$ cat src/wdt_pkg.sv
// Constants shared by the watchdog and oscillator-setting block
package wdt_pkg;

    // Register indices; byte address is four times the index
    localparam logic [7:0] REG_IDX_OSC = 8'h51;
    localparam logic [7:0] REG_IDX_WDT = 8'hd6;
    localparam logic [7:0] REG_IDX_DIS = 8'hd7;
    localparam logic [7:0] REG_IDX_EVT = 8'hd8;
    localparam int ADR_W = 10;
    localparam int IDX_LSB = 2;

    // Oscillator frequency field
    localparam int OSC_MHZ_LSB = 0;
    localparam int OSC_MHZ_W = 7;
    localparam logic [6:0] OSC_MHZ_RST = 7'h19;
    localparam logic [6:0] OSC_MHZ_MIN = 7'h05;
    localparam logic [6:0] OSC_MHZ_MAX = 7'h64;

    // Timeout and count fields
    localparam int TMO_W = 16;
    localparam int TMO_LSB = 0;
    localparam int CMP_LSB = 16;
    localparam int CNT_LSB = 16;
    localparam logic [15:0] TMO_RST = 16'h03e8;
    localparam logic [15:0] CNT_RST = 16'h0000;

    // Disable register
    localparam logic [31:0] DIS_KEY = 32'h0d15ab1e;
    localparam logic [31:0] DIS_ENABLE = 32'h0000_0000;

    // Event register
    localparam int EVT_EXPIRED_BIT = 0;

    // Timing: one tick is one millisecond of oscillator cycles
    localparam int TICK_US = 1000;
    localparam int CYC_PER_MHZ_TICK = TICK_US;
    localparam int PRE_W = 17;

    // Tile reset pulse driven out on expiry
    localparam int CLK_MHZ = 25;
    localparam int TILE_RST_US = 1;
    localparam int TILE_RST_CYC = TILE_RST_US * CLK_MHZ;
    localparam int TRST_W = 6;

endpackage : wdt_pkg
$ cat src/wdt_clock_setting.sv
// Watchdog with oscillator frequency setting, behind a Wishbone slave
`timescale 1ns/1ns
module wdt_clock_setting #(
    parameter int CYC_PER_MHZ = wdt_pkg::CYC_PER_MHZ_TICK
) (
    // Clock and reset
    input wire logic clk_i,
    input wire logic rst_i,
    // Wishbone slave
    input wire logic [wdt_pkg::ADR_W-1:0] adr_i,
    input wire logic [31:0] dat_i,
    input wire logic [3:0] sel_i,
    input wire logic we_i,
    input wire logic cyc_i,
    input wire logic stb_i,
    output logic [31:0] dat_o,
    output logic ack_o,
    output logic err_o,
    // Power state and reset out
    input wire logic awake_i,
    output logic tile_reset_o,
    // Frequency for other consumers
    output logic [wdt_pkg::OSC_MHZ_W-1:0] osc_mhz_o
);
    import wdt_pkg::*;

    // Registers
    logic [OSC_MHZ_W-1:0] osc_mhz_r;
    logic [TMO_W-1:0] timeout_r;
    logic [31:0] disable_r;
    logic expired_r;

    // Bus response
    logic ack_r;
    logic err_r;
    logic [31:0] rdata_r;
    logic [31:0] rdata_nxt;

    // Decode
    logic [7:0] idx;
    logic req;
    logic done;
    logic hit_osc;
    logic hit_wdt;
    logic hit_dis;
    logic hit_evt;
    logic known;
    logic full_sel;
    logic osc_ok;
    logic tmo_ok;
    logic wr_ok;
    logic wr_go;

    // Watchdog core
    logic tick;
    logic run;
    logic load_r;
    logic expire;
    logic [TMO_W-1:0] count;
    logic [TRST_W-1:0] trst_cnt_r;

    assign idx = adr_i[IDX_LSB+7:IDX_LSB];
    assign req = cyc_i && stb_i && !ack_r && !err_r;
    assign done = cyc_i && stb_i && ack_r;

    assign hit_osc = (idx == REG_IDX_OSC);
    assign hit_wdt = (idx == REG_IDX_WDT);
    assign hit_dis = (idx == REG_IDX_DIS);
    assign hit_evt = (idx == REG_IDX_EVT);
    assign known = hit_osc || hit_wdt || hit_dis || hit_evt;

    // Partial writes would split the complement check, so refuse them
    assign full_sel = &sel_i;

    assign osc_ok = (dat_i[OSC_MHZ_W-1:0] >= OSC_MHZ_MIN) &&
                    (dat_i[OSC_MHZ_W-1:0] <= OSC_MHZ_MAX);

    assign tmo_ok = (dat_i[CMP_LSB+TMO_W-1:CMP_LSB] ==
                     ~dat_i[TMO_LSB+TMO_W-1:TMO_LSB]);

    always_comb begin
        wr_ok = full_sel;
        if (hit_osc) begin
            wr_ok = full_sel && osc_ok;
        end else if (hit_wdt) begin
            wr_ok = full_sel && tmo_ok;
        end
    end

    // Write lands on the edge where the master sees ack
    assign wr_go = done && we_i;

    // Bus answer one cycle after the request is seen
    always_ff @(posedge clk_i) begin
        if (rst_i) begin
            ack_r <= 1'b0;
        end else begin
            ack_r <= req && known && (!we_i || wr_ok);
        end
    end

    // Unmapped and refused writes answer with err
    always_ff @(posedge clk_i) begin
        if (rst_i) begin
            err_r <= 1'b0;
        end else begin
            err_r <= req && !(known && (!we_i || wr_ok));
        end
    end

    always_comb begin
        rdata_nxt = 32'h0000_0000;
        case (1'b1)
            hit_osc: begin
                rdata_nxt[OSC_MHZ_LSB+OSC_MHZ_W-1:OSC_MHZ_LSB] = osc_mhz_r;
            end
            hit_wdt: begin
                rdata_nxt[CNT_LSB+TMO_W-1:CNT_LSB] = count;
                rdata_nxt[TMO_LSB+TMO_W-1:TMO_LSB] = timeout_r;
            end
            hit_dis: begin
                rdata_nxt = disable_r;
            end
            hit_evt: begin
                rdata_nxt[EVT_EXPIRED_BIT] = expired_r;
            end
            default: begin
                rdata_nxt = 32'h0000_0000;
            end
        endcase
    end

    // Snapshot taken with the request, stable while ack is high
    always_ff @(posedge clk_i) begin
        if (rst_i) begin
            rdata_r <= 32'h0000_0000;
        end else if (req && !we_i) begin
            rdata_r <= rdata_nxt;
        end
    end

    assign dat_o = rdata_r;
    assign ack_o = ack_r;
    assign err_o = err_r;

    // Oscillator frequency setting
    always_ff @(posedge clk_i) begin
        if (rst_i) begin
            osc_mhz_r <= OSC_MHZ_RST;
        end else if (wr_go && hit_osc) begin
            osc_mhz_r <= dat_i[OSC_MHZ_LSB+OSC_MHZ_W-1:OSC_MHZ_LSB];
        end
    end

    assign osc_mhz_o = osc_mhz_r;

    // Timeout value
    always_ff @(posedge clk_i) begin
        if (rst_i) begin
            timeout_r <= TMO_RST;
        end else if (wr_go && hit_wdt) begin
            timeout_r <= dat_i[TMO_LSB+TMO_W-1:TMO_LSB];
        end
    end

    // Disable key; only an exact zero lets the watchdog run
    always_ff @(posedge clk_i) begin
        if (rst_i) begin
            disable_r <= DIS_KEY;
        end else if (wr_go && hit_dis) begin
            disable_r <= dat_i;
        end
    end

    assign run = (disable_r == DIS_ENABLE);

    // Reload on a kick, or when enabling from a stopped state
    always_ff @(posedge clk_i) begin
        if (rst_i) begin
            load_r <= 1'b0;
        end else begin
            load_r <= wr_go && (hit_wdt ||
                      (hit_dis && dat_i == DIS_ENABLE));
        end
    end

    wdt_ms_tick #(
        .CYC_PER_MHZ(CYC_PER_MHZ)
    ) u_tick (
        .clk_i(clk_i),
        .rst_i(rst_i),
        .mhz_i(osc_mhz_r),
        .tick_o(tick)
    );

    wdt_countdown u_count (
        .clk_i(clk_i),
        .rst_i(rst_i),
        .run_i(run),
        .load_i(load_r),
        .awake_i(awake_i),
        .tick_i(tick),
        .timeout_i(timeout_r),
        .count_o(count),
        .expire_o(expire)
    );

    // Sticky expiry record; a new expiry beats a clearing write
    always_ff @(posedge clk_i) begin
        if (rst_i) begin
            expired_r <= 1'b0;
        end else if (expire) begin
            expired_r <= 1'b1;
        end else if (wr_go && hit_evt && dat_i[EVT_EXPIRED_BIT]) begin
            expired_r <= 1'b0;
        end
    end

    // Tile reset held for a fixed number of cycles after expiry
    always_ff @(posedge clk_i) begin
        if (rst_i) begin
            trst_cnt_r <= '0;
        end else if (expire) begin
            trst_cnt_r <= TRST_W'(TILE_RST_CYC);
        end else if (trst_cnt_r != '0) begin
            trst_cnt_r <= trst_cnt_r - TRST_W'(1);
        end
    end

    always_ff @(posedge clk_i) begin
        if (rst_i) begin
            tile_reset_o <= 1'b0;
        end else begin
            tile_reset_o <= expire || (trst_cnt_r > TRST_W'(1));
        end
    end

endmodule : wdt_clock_setting

$ cat src/wdt_countdown.sv
// Watchdog down-counter with reload and expiry pulse
`timescale 1ns/1ns
module wdt_countdown (
    // Clock and reset
    input wire logic clk_i,
    input wire logic rst_i,
    // Control
    input wire logic run_i,
    input wire logic load_i,
    input wire logic awake_i,
    input wire logic tick_i,
    input wire logic [wdt_pkg::TMO_W-1:0] timeout_i,
    // Status
    output logic [wdt_pkg::TMO_W-1:0] count_o,
    output logic expire_o
);
    import wdt_pkg::*;

    logic step;

    // Counts only in the awake power state
    assign step = tick_i && awake_i;

    always_ff @(posedge clk_i) begin
        if (rst_i) begin
            count_o <= CNT_RST;
        end else if (!run_i) begin
            count_o <= CNT_RST;
        end else if (load_i) begin
            count_o <= timeout_i;
        end else if (step) begin
            if (count_o <= TMO_W'(1)) begin
                count_o <= timeout_i;
            end else begin
                count_o <= count_o - TMO_W'(1);
            end
        end
    end

    always_ff @(posedge clk_i) begin
        if (rst_i) begin
            expire_o <= 1'b0;
        end else begin
            expire_o <= run_i && !load_i && step && (count_o <= TMO_W'(1));
        end
    end

endmodule : wdt_countdown

$ cat src/wdt_ms_tick.sv
// Millisecond tick prescaler scaled by the programmed oscillator frequency
`timescale 1ns/1ns
module wdt_ms_tick #(
    parameter int CYC_PER_MHZ = wdt_pkg::CYC_PER_MHZ_TICK
) (
    // Clock and reset
    input wire logic clk_i,
    input wire logic rst_i,
    // Setting and tick
    input wire logic [wdt_pkg::OSC_MHZ_W-1:0] mhz_i,
    output logic tick_o
);
    import wdt_pkg::*;

    logic [31:0] prod;
    logic [PRE_W-1:0] limit;
    logic [PRE_W-1:0] pre_r;

    // Wrong setting scales the tick, and so the whole timeout
    assign prod = 32'(mhz_i) * 32'(CYC_PER_MHZ);
    assign limit = prod[PRE_W-1:0] - PRE_W'(1);

    always_ff @(posedge clk_i) begin
        if (rst_i) begin
            pre_r <= '0;
        end else if (pre_r >= limit) begin
            pre_r <= '0;
        end else begin
            pre_r <= pre_r + PRE_W'(1);
        end
    end

    always_ff @(posedge clk_i) begin
        if (rst_i) begin
            tick_o <= 1'b0;
        end else begin
            tick_o <= (pre_r >= limit);
        end
    end

endmodule : wdt_ms_tick

$ cat config.mk
export PLATFORM = sky130hd
export DESIGN_NAME = wdt_clock_setting
export DESIGN_NICKNAME = d
export VERILOG_FILES = /design/src/wdt_pkg.sv /design/src/wdt_clock_setting.sv /design/src/wdt_countdown.sv /design/src/wdt_ms_tick.sv
export SDC_FILE = /design/constraint.sdc
export NUM_CORES = 1
export LEC_CHECK = 0
export BUFFER_PORTS_ARGS = -buffer_cell sky130_fd_sc_hd__clkbuf_2
export CAP_MARGIN = 20
export CORE_AREA = 2 2 170 172
export CTS_CLUSTER_SIZE = 24
export DETAILED_ROUTE_END_ITERATION = 10
export DIE_AREA = 0 0 172 174
export SLEW_MARGIN = 0
export SYNTH_ARGS = -nofsm -noshare
export SYNTH_HDL_FRONTEND = slang
export SYNTH_SLANG_ARGS = --single-unit
$ cat constraint.sdc
create_clock -name clk_i -period 7.1 [get_ports clk_i]
set_input_delay 0.355 -clock clk_i [delete_from_list [all_inputs] [get_ports clk_i]]
set_output_delay 0.355 -clock clk_i [all_outputs]
set_load 0.1 [all_outputs]
==> After elaboration in Yosys (flattened, before gate mapping) <==
Index checks and enable logic that the tools add are counted.
{ "word_totals": {"wordCells": 96, "ff_bits": 133} }
{ "classes": {"eq_ne": 5, "n_lt_le_gt_ge": 5, "multipliers": 1, "bitwise_logic": 2, "reduce_logical": 45, "n_mux": 19, "add_sub_neg": 4} }
{ "ops": {"columns": ["op", "n"], "rows": [
  ["25-bit two-way mux", 3],
  ["32-bit logical NOT", 2],
  ["16-bit two-way mux", 3],
  ["8-bit equality test (second input constant)", 3],
  ["1-bit logical AND", 24],
  ["6-bit two-way mux", 3],
  ["17-bit by 1-bit adder with 17-bit output (second input constant)", 1],
  ["17-bit >= comparator", 1],
  ["17-bit by 1-bit subtractor with 17-bit output (second input constant)", 1],
  ["16-bit equality test", 1],
  ["16-bit by 1-bit <= comparator with 1-bit output (second input constant)", 1],
  ["16-bit NOT", 1],
  ["16-bit by 1-bit subtractor with 16-bit output (second input constant)", 1],
  ["7-bit by 7-bit multiplier with 14-bit output (second input constant)", 1],
  ["5-bit two-way mux", 2],
  ["8-bit by 7-bit equality test with 1-bit output (second input constant)", 1],
  ["1-bit two-way mux", 8],
  ["7-bit by 3-bit >= comparator with 1-bit output (second input constant)", 1],
  ["7-bit <= comparator (second input constant)", 1],
  ["6-bit by 1-bit > comparator with 1-bit output (second input constant)", 1],
  ["1-bit logical OR", 6],
  ["2-bit nonzero test", 3],
  ["6-bit nonzero test", 1],
  ["2-bit OR reduction", 3],
  ["4 further kinds", 8]
]} }

==> Longest topological paths before layout <==
{ "depth": {"depth_word": 9, "ltp_mapped": 25, "mapped_depth_nobuf": 23} }

==> By module <==
Synthesis repeated with hierarchy kept, for this count alone.
{ "unflattened": {"cells_unflattened": 960, "area_unflattened_um2": 8049.0} }
{ "modules_own_cells": {"columns": ["module", "seq_area_each_um2", "cells_each", "area_per_inst_um2", "n_inst"], "rows": [
  ["wdt_clock_setting", 1961.9, 520, 4337.9, 1],
  ["wdt_ms_tick", 360.3, 285, 2565.0, 1],
  ["wdt_countdown", 340.3, 155, 1146.1, 1]
]} }

==> Worst setup path after synthesis <==
Ideal clock, no wire load.
{ "synth_timing": {"kind": "reg2reg", "from": "register osc_mhz_r[1], in the netlist osc_mhz_o[1]", "to": "register u_tick.pre_r[10]", "t_arrival_ns": 6.146, "t_required_ns": 7.035, "setup_slack_ns": 0.889, "setup_time_ns": 0.065, "stages_incl_launch_ff": 25, "path_buffers": 2, "path_cell_list": "dfxtp_1 fa_1 fa_1 inv_1 fa_1 fa_1 inv_1 ha_1 or2_2 o22ai_1 xnor2_1 nand2b_4 nor4b_2 nand2_1 xor2_1 ha_1 a21o_1 a21o_1 a21oi_1 o21ai_0 a21oi_1 nand2b_1 clkbuf_1 clkbuf_1 nor2_1"} }
{ "synth_between": {"elab_chain_cells": 4} }
{ "synth_rtl": {"columns": ["item", "line", "rtl"], "rows": [
  ["from (decl)", "wdt_clock_setting.sv:28", "logic [OSC_MHZ_W-1:0] osc_mhz_r;"],
  ["from (signal assigned)", "wdt_clock_setting.sv:151", "osc_mhz_r <= dat_i[OSC_MHZ_LSB+OSC_MHZ_W-1:OSC_MHZ_LSB];"],
  ["7-bit by 7-bit multiplier with 14-bit output", "wdt_ms_tick.sv:20", "assign prod = 32'(mhz_i) * 32'(CYC_PER_MHZ);"],
  ["17-bit by 1-bit subtractor with 17-bit output", "wdt_ms_tick.sv:21", "assign limit = prod[PRE_W-1:0] - PRE_W'(1);"],
  ["17-bit >= comparator", "wdt_ms_tick.sv:26", "end else if (pre_r >= limit) begin"],
  ["2-bit OR reduction (no line)", null, null],
  ["to (signal assigned)", "wdt_ms_tick.sv:29", "pre_r <= pre_r + PRE_W'(1);"],
  ["to (decl)", "wdt_ms_tick.sv:17", "logic [PRE_W-1:0] pre_r;"]
]} }
No other way between the ends.
A chain may end at the register's enable or synchronous reset.

==> Final worst setup path <==
{ "layout_timing": {"from": "register osc_mhz_r[2], in the netlist osc_mhz_o[2]", "to": "register u_tick.pre_r[16]"} }
Same word-level chain as after synthesis.

==> results.md <==
* Outcome: complete, no violations
* Layout cells sized above 1 at 0.1433
* Final Hold Fails at 0
* CP max stage cell: dfxtp_1
* Clock Skews at 0.01112 ns
* Synthesized flop and latch total at 133
* Clk_lat worst skew at 0.43 ns
* Most used DFF post-synth: dfxtp_1
* Count of cell types in the netlist at 64
* Routed Antenna Nets at 0
* Multi-input combinational cell area at 4762 um^2
* Clock Tree Buf Depth at 2
* Peak per-stage delay on the critical path at 0.63 ns
* Synth warn at 0
* Min Hold Slack at 0.1958 ns
* Syn avg cell area at 8.359 um^2
* Post-CTS setup buffers at 0
* Initial antenna violation count at 0
* Worst EP required at 7.45 ns
* Cell chain of the critical path: fa_1 -> fa_1 -> inv_1 -> fa_1 -> fa_1 -> inv_1 -> ha_1 -> a21o_1 -> a21oi_1 -> nand2_1 -> xor2_1 -> nor4b_2 -> nand2_1 -> xor2_1 -> ha_1 -> a21o_1 -> a21o_1 -> a21oi_1 -> o21ai_0 -> a21oi_1 -> nand2b_1 -> nor2_1
* Total gr overflow at 0
* Tcrit/Tclk final at 0.8533
* Area after DPL at 8552 um^2
* Lkg Pwr at 3.701 nW
* Final nets at 1,123
* First-pass GRT wire length at 36.27 mm
* Worst relative slew slack at 0.2528
* CTS tree: yes
* Diode count at 0
* Total Power at 0.001819 W
* Port Buffers at 91
* Max cap viols at 0
* VDD IR max at 0.0001722 V
* Gr usage total at 0.1558
* Cells after Synth at 934
* Area growth, synth to finish at 16.89%
* Fraction of registers with async set/reset at 0
* Buffer and inverter count on the worst path at 2
* CTS resizes at 0
* Die width at 172 um
* Via density at 4.967
* Setup violators final at 0
* Critical path class: flop to flop
* Max H-tree Level at 4
* Worst-Margin Slew at 1.121 ns
* Worst setup SP type: flop
* Post-DP HPWL at 16.89 mm
* Die height at 174 um
* Seq/Total Area, Yosys at 0.3410
* CTS root buf: clkbuf_16
* CP Data Arrival Time at 6.41 ns
* Post-Syn Nets at 1,058
* Total negative setup slack at 0 ns
* CP top delay family: adder cells
* RSZ-0062 raised after global routing: false
* Vias in the first global route at 6,487
* Starting Density at 0.2765
* Final wirelength at 22.82 mm
* Core ar. at 28,240 um^2
* DRC viols at 0
* Number of enable flip-flop cells after synthesis at 0
* Post-synthesis cell area at 7807 um^2
* Drt wl/cell at 16.35 um
* Crit-path most repeated cell: fa_1
* Crit end category: flop
* RePlAce Congestion at 0.8695
* Ports at 94
* CTS hold repair buffers at 0
* Clk sinks at 133
* Pin count of the biggest net entering global routing at 98
* # rows at 62
* Die area at 29,930 um^2
* Design Area, Final at 9126 um^2
* DR iter-0 viols at 505
* Hold Crit Class: input port to flop
* Fillers at 3,038
* Reg area at 2663 um^2
* Num CTS Buffers at 17
* Power Density at 199.3 nW/um^2
* Max-slew violation count at 0
* Pre-antenna DRT Iters at 6
* Final min period at 6.058 ns
* Peak Freq at 0.1651 GHz
* Clock Pin Slew Worst Setup and Hold Paths at 0.06 ns
* Worst-path maximum fanout at 17
* Vias after detailed routing at 6,934
[logic make-up after synthesis]
logic type	after synthesis	share of synthesized area
compound gates	193	0.1689
xor+xnor	54	0.06058
fa+ha+maj	72	0.1327
buf+inv	91	0.05016
flops	133	0.3410
mux	5	0.006411
simple gates	386	0.2402
[cell usage after synthesis (17+ instances only)]
cell type    n  share of area
a21oi_1     61          0.039
dfxtp_1    133           0.34
fa_1        18          0.046
a22o_1      24          0.027
ha_1        54          0.087
inv_1       41          0.020
nor4_1      24          0.019
clkbuf_1    32          0.015
xnor2_1     39          0.044
a22oi_1     33          0.032
nand3b_1    23          0.022
nand4_1     17          0.014
nor2_1     114          0.055
nand2_1    141          0.068
[worst min-delay path: cells and delay by family]
family	cells	cell delay, ns
and+or+nand+nor	1	0.06
AOI/OAI and AO/OA	1	0.05
buffers and inverters	1	0.11
[worst paths after layout]
check                     start          endpoint  slack [ns]  cells after the start
hold reg to reg   disable_r[22]     disable_r[22]        0.48                      2
setup / recovery   osc_mhz_o[2]  u_tick.pre_r[16]        1.04                     22
setup reg to reg   osc_mhz_o[2]  u_tick.pre_r[16]        1.04                     22
hold / removal        dat_i[29]     disable_r[29]        0.20                      3
[layout make-up]
cell class	instances	share of cell area
tap	384	0.05265
inverter	41	0.01686
timing repair buffer	96	0.05402
sequential	133	0.2917
clock buffer	19	0.04963
multi-input combinational	710	0.5218
clock inverter	13	0.01330
[stage by stage]
stage,util,std cells,worst slack [ns]
after floorplan,-,934,0.8892
after global routing,0.3232,1396,0.5760
after detailed placement,0.3029,1364,0.9764
after global placement,0.3029,1364,1.143
final,0.3232,1396,1.042
after CTS,0.3232,1396,0.9848
[power by group]
| group | internal [W] | switching, W | total [W] |
|---|---|---|---|
| combinational | 0.0000645 | 0.000119 | 0.000183 |
| sequential | 0.000764 | 0.0000137 | 0.000777 |
| clock | 0.000504 | 0.000355 | 0.000858 |
| total | 0.00133 | 0.000487 | 0.00182 |
[routing by layer]
metal / routed length (um) / track usage
met5: 0 / 0
met4: 272 / 0.04027
met3: 1439 / 0.03780
met2: 10120 / 0.2324
met1: 10990 / 0.2238
[registers in the layout, indices dropped and copies added (netlist names)]
name,count
u_tick.pre_r,17
osc_mhz_o,7
disable_r,32
trst_cnt_r,6
tile_reset_o,1
dat_o,32
u_tick.tick_o,1
timeout_r,16
expired_r,1
ack_o,1
u_count.count_o,16
load_r,1
err_o,1
u_count.expire_o,1
[cells in the final DEF, fill, tap and decap left out, types with 23 or more instances in the layout]
master,instances
nand2_1,141
dfxtp_1,133
nor2_1,114
clkbuf_2,90
a21oi_1,61
ha_1,54
inv_1,41
xnor2_1,39
a22oi_1,33
nor4_1,24
a22o_1,24
nand3b_1,23
No activity file was read; power rests on OpenSTA's default activity.
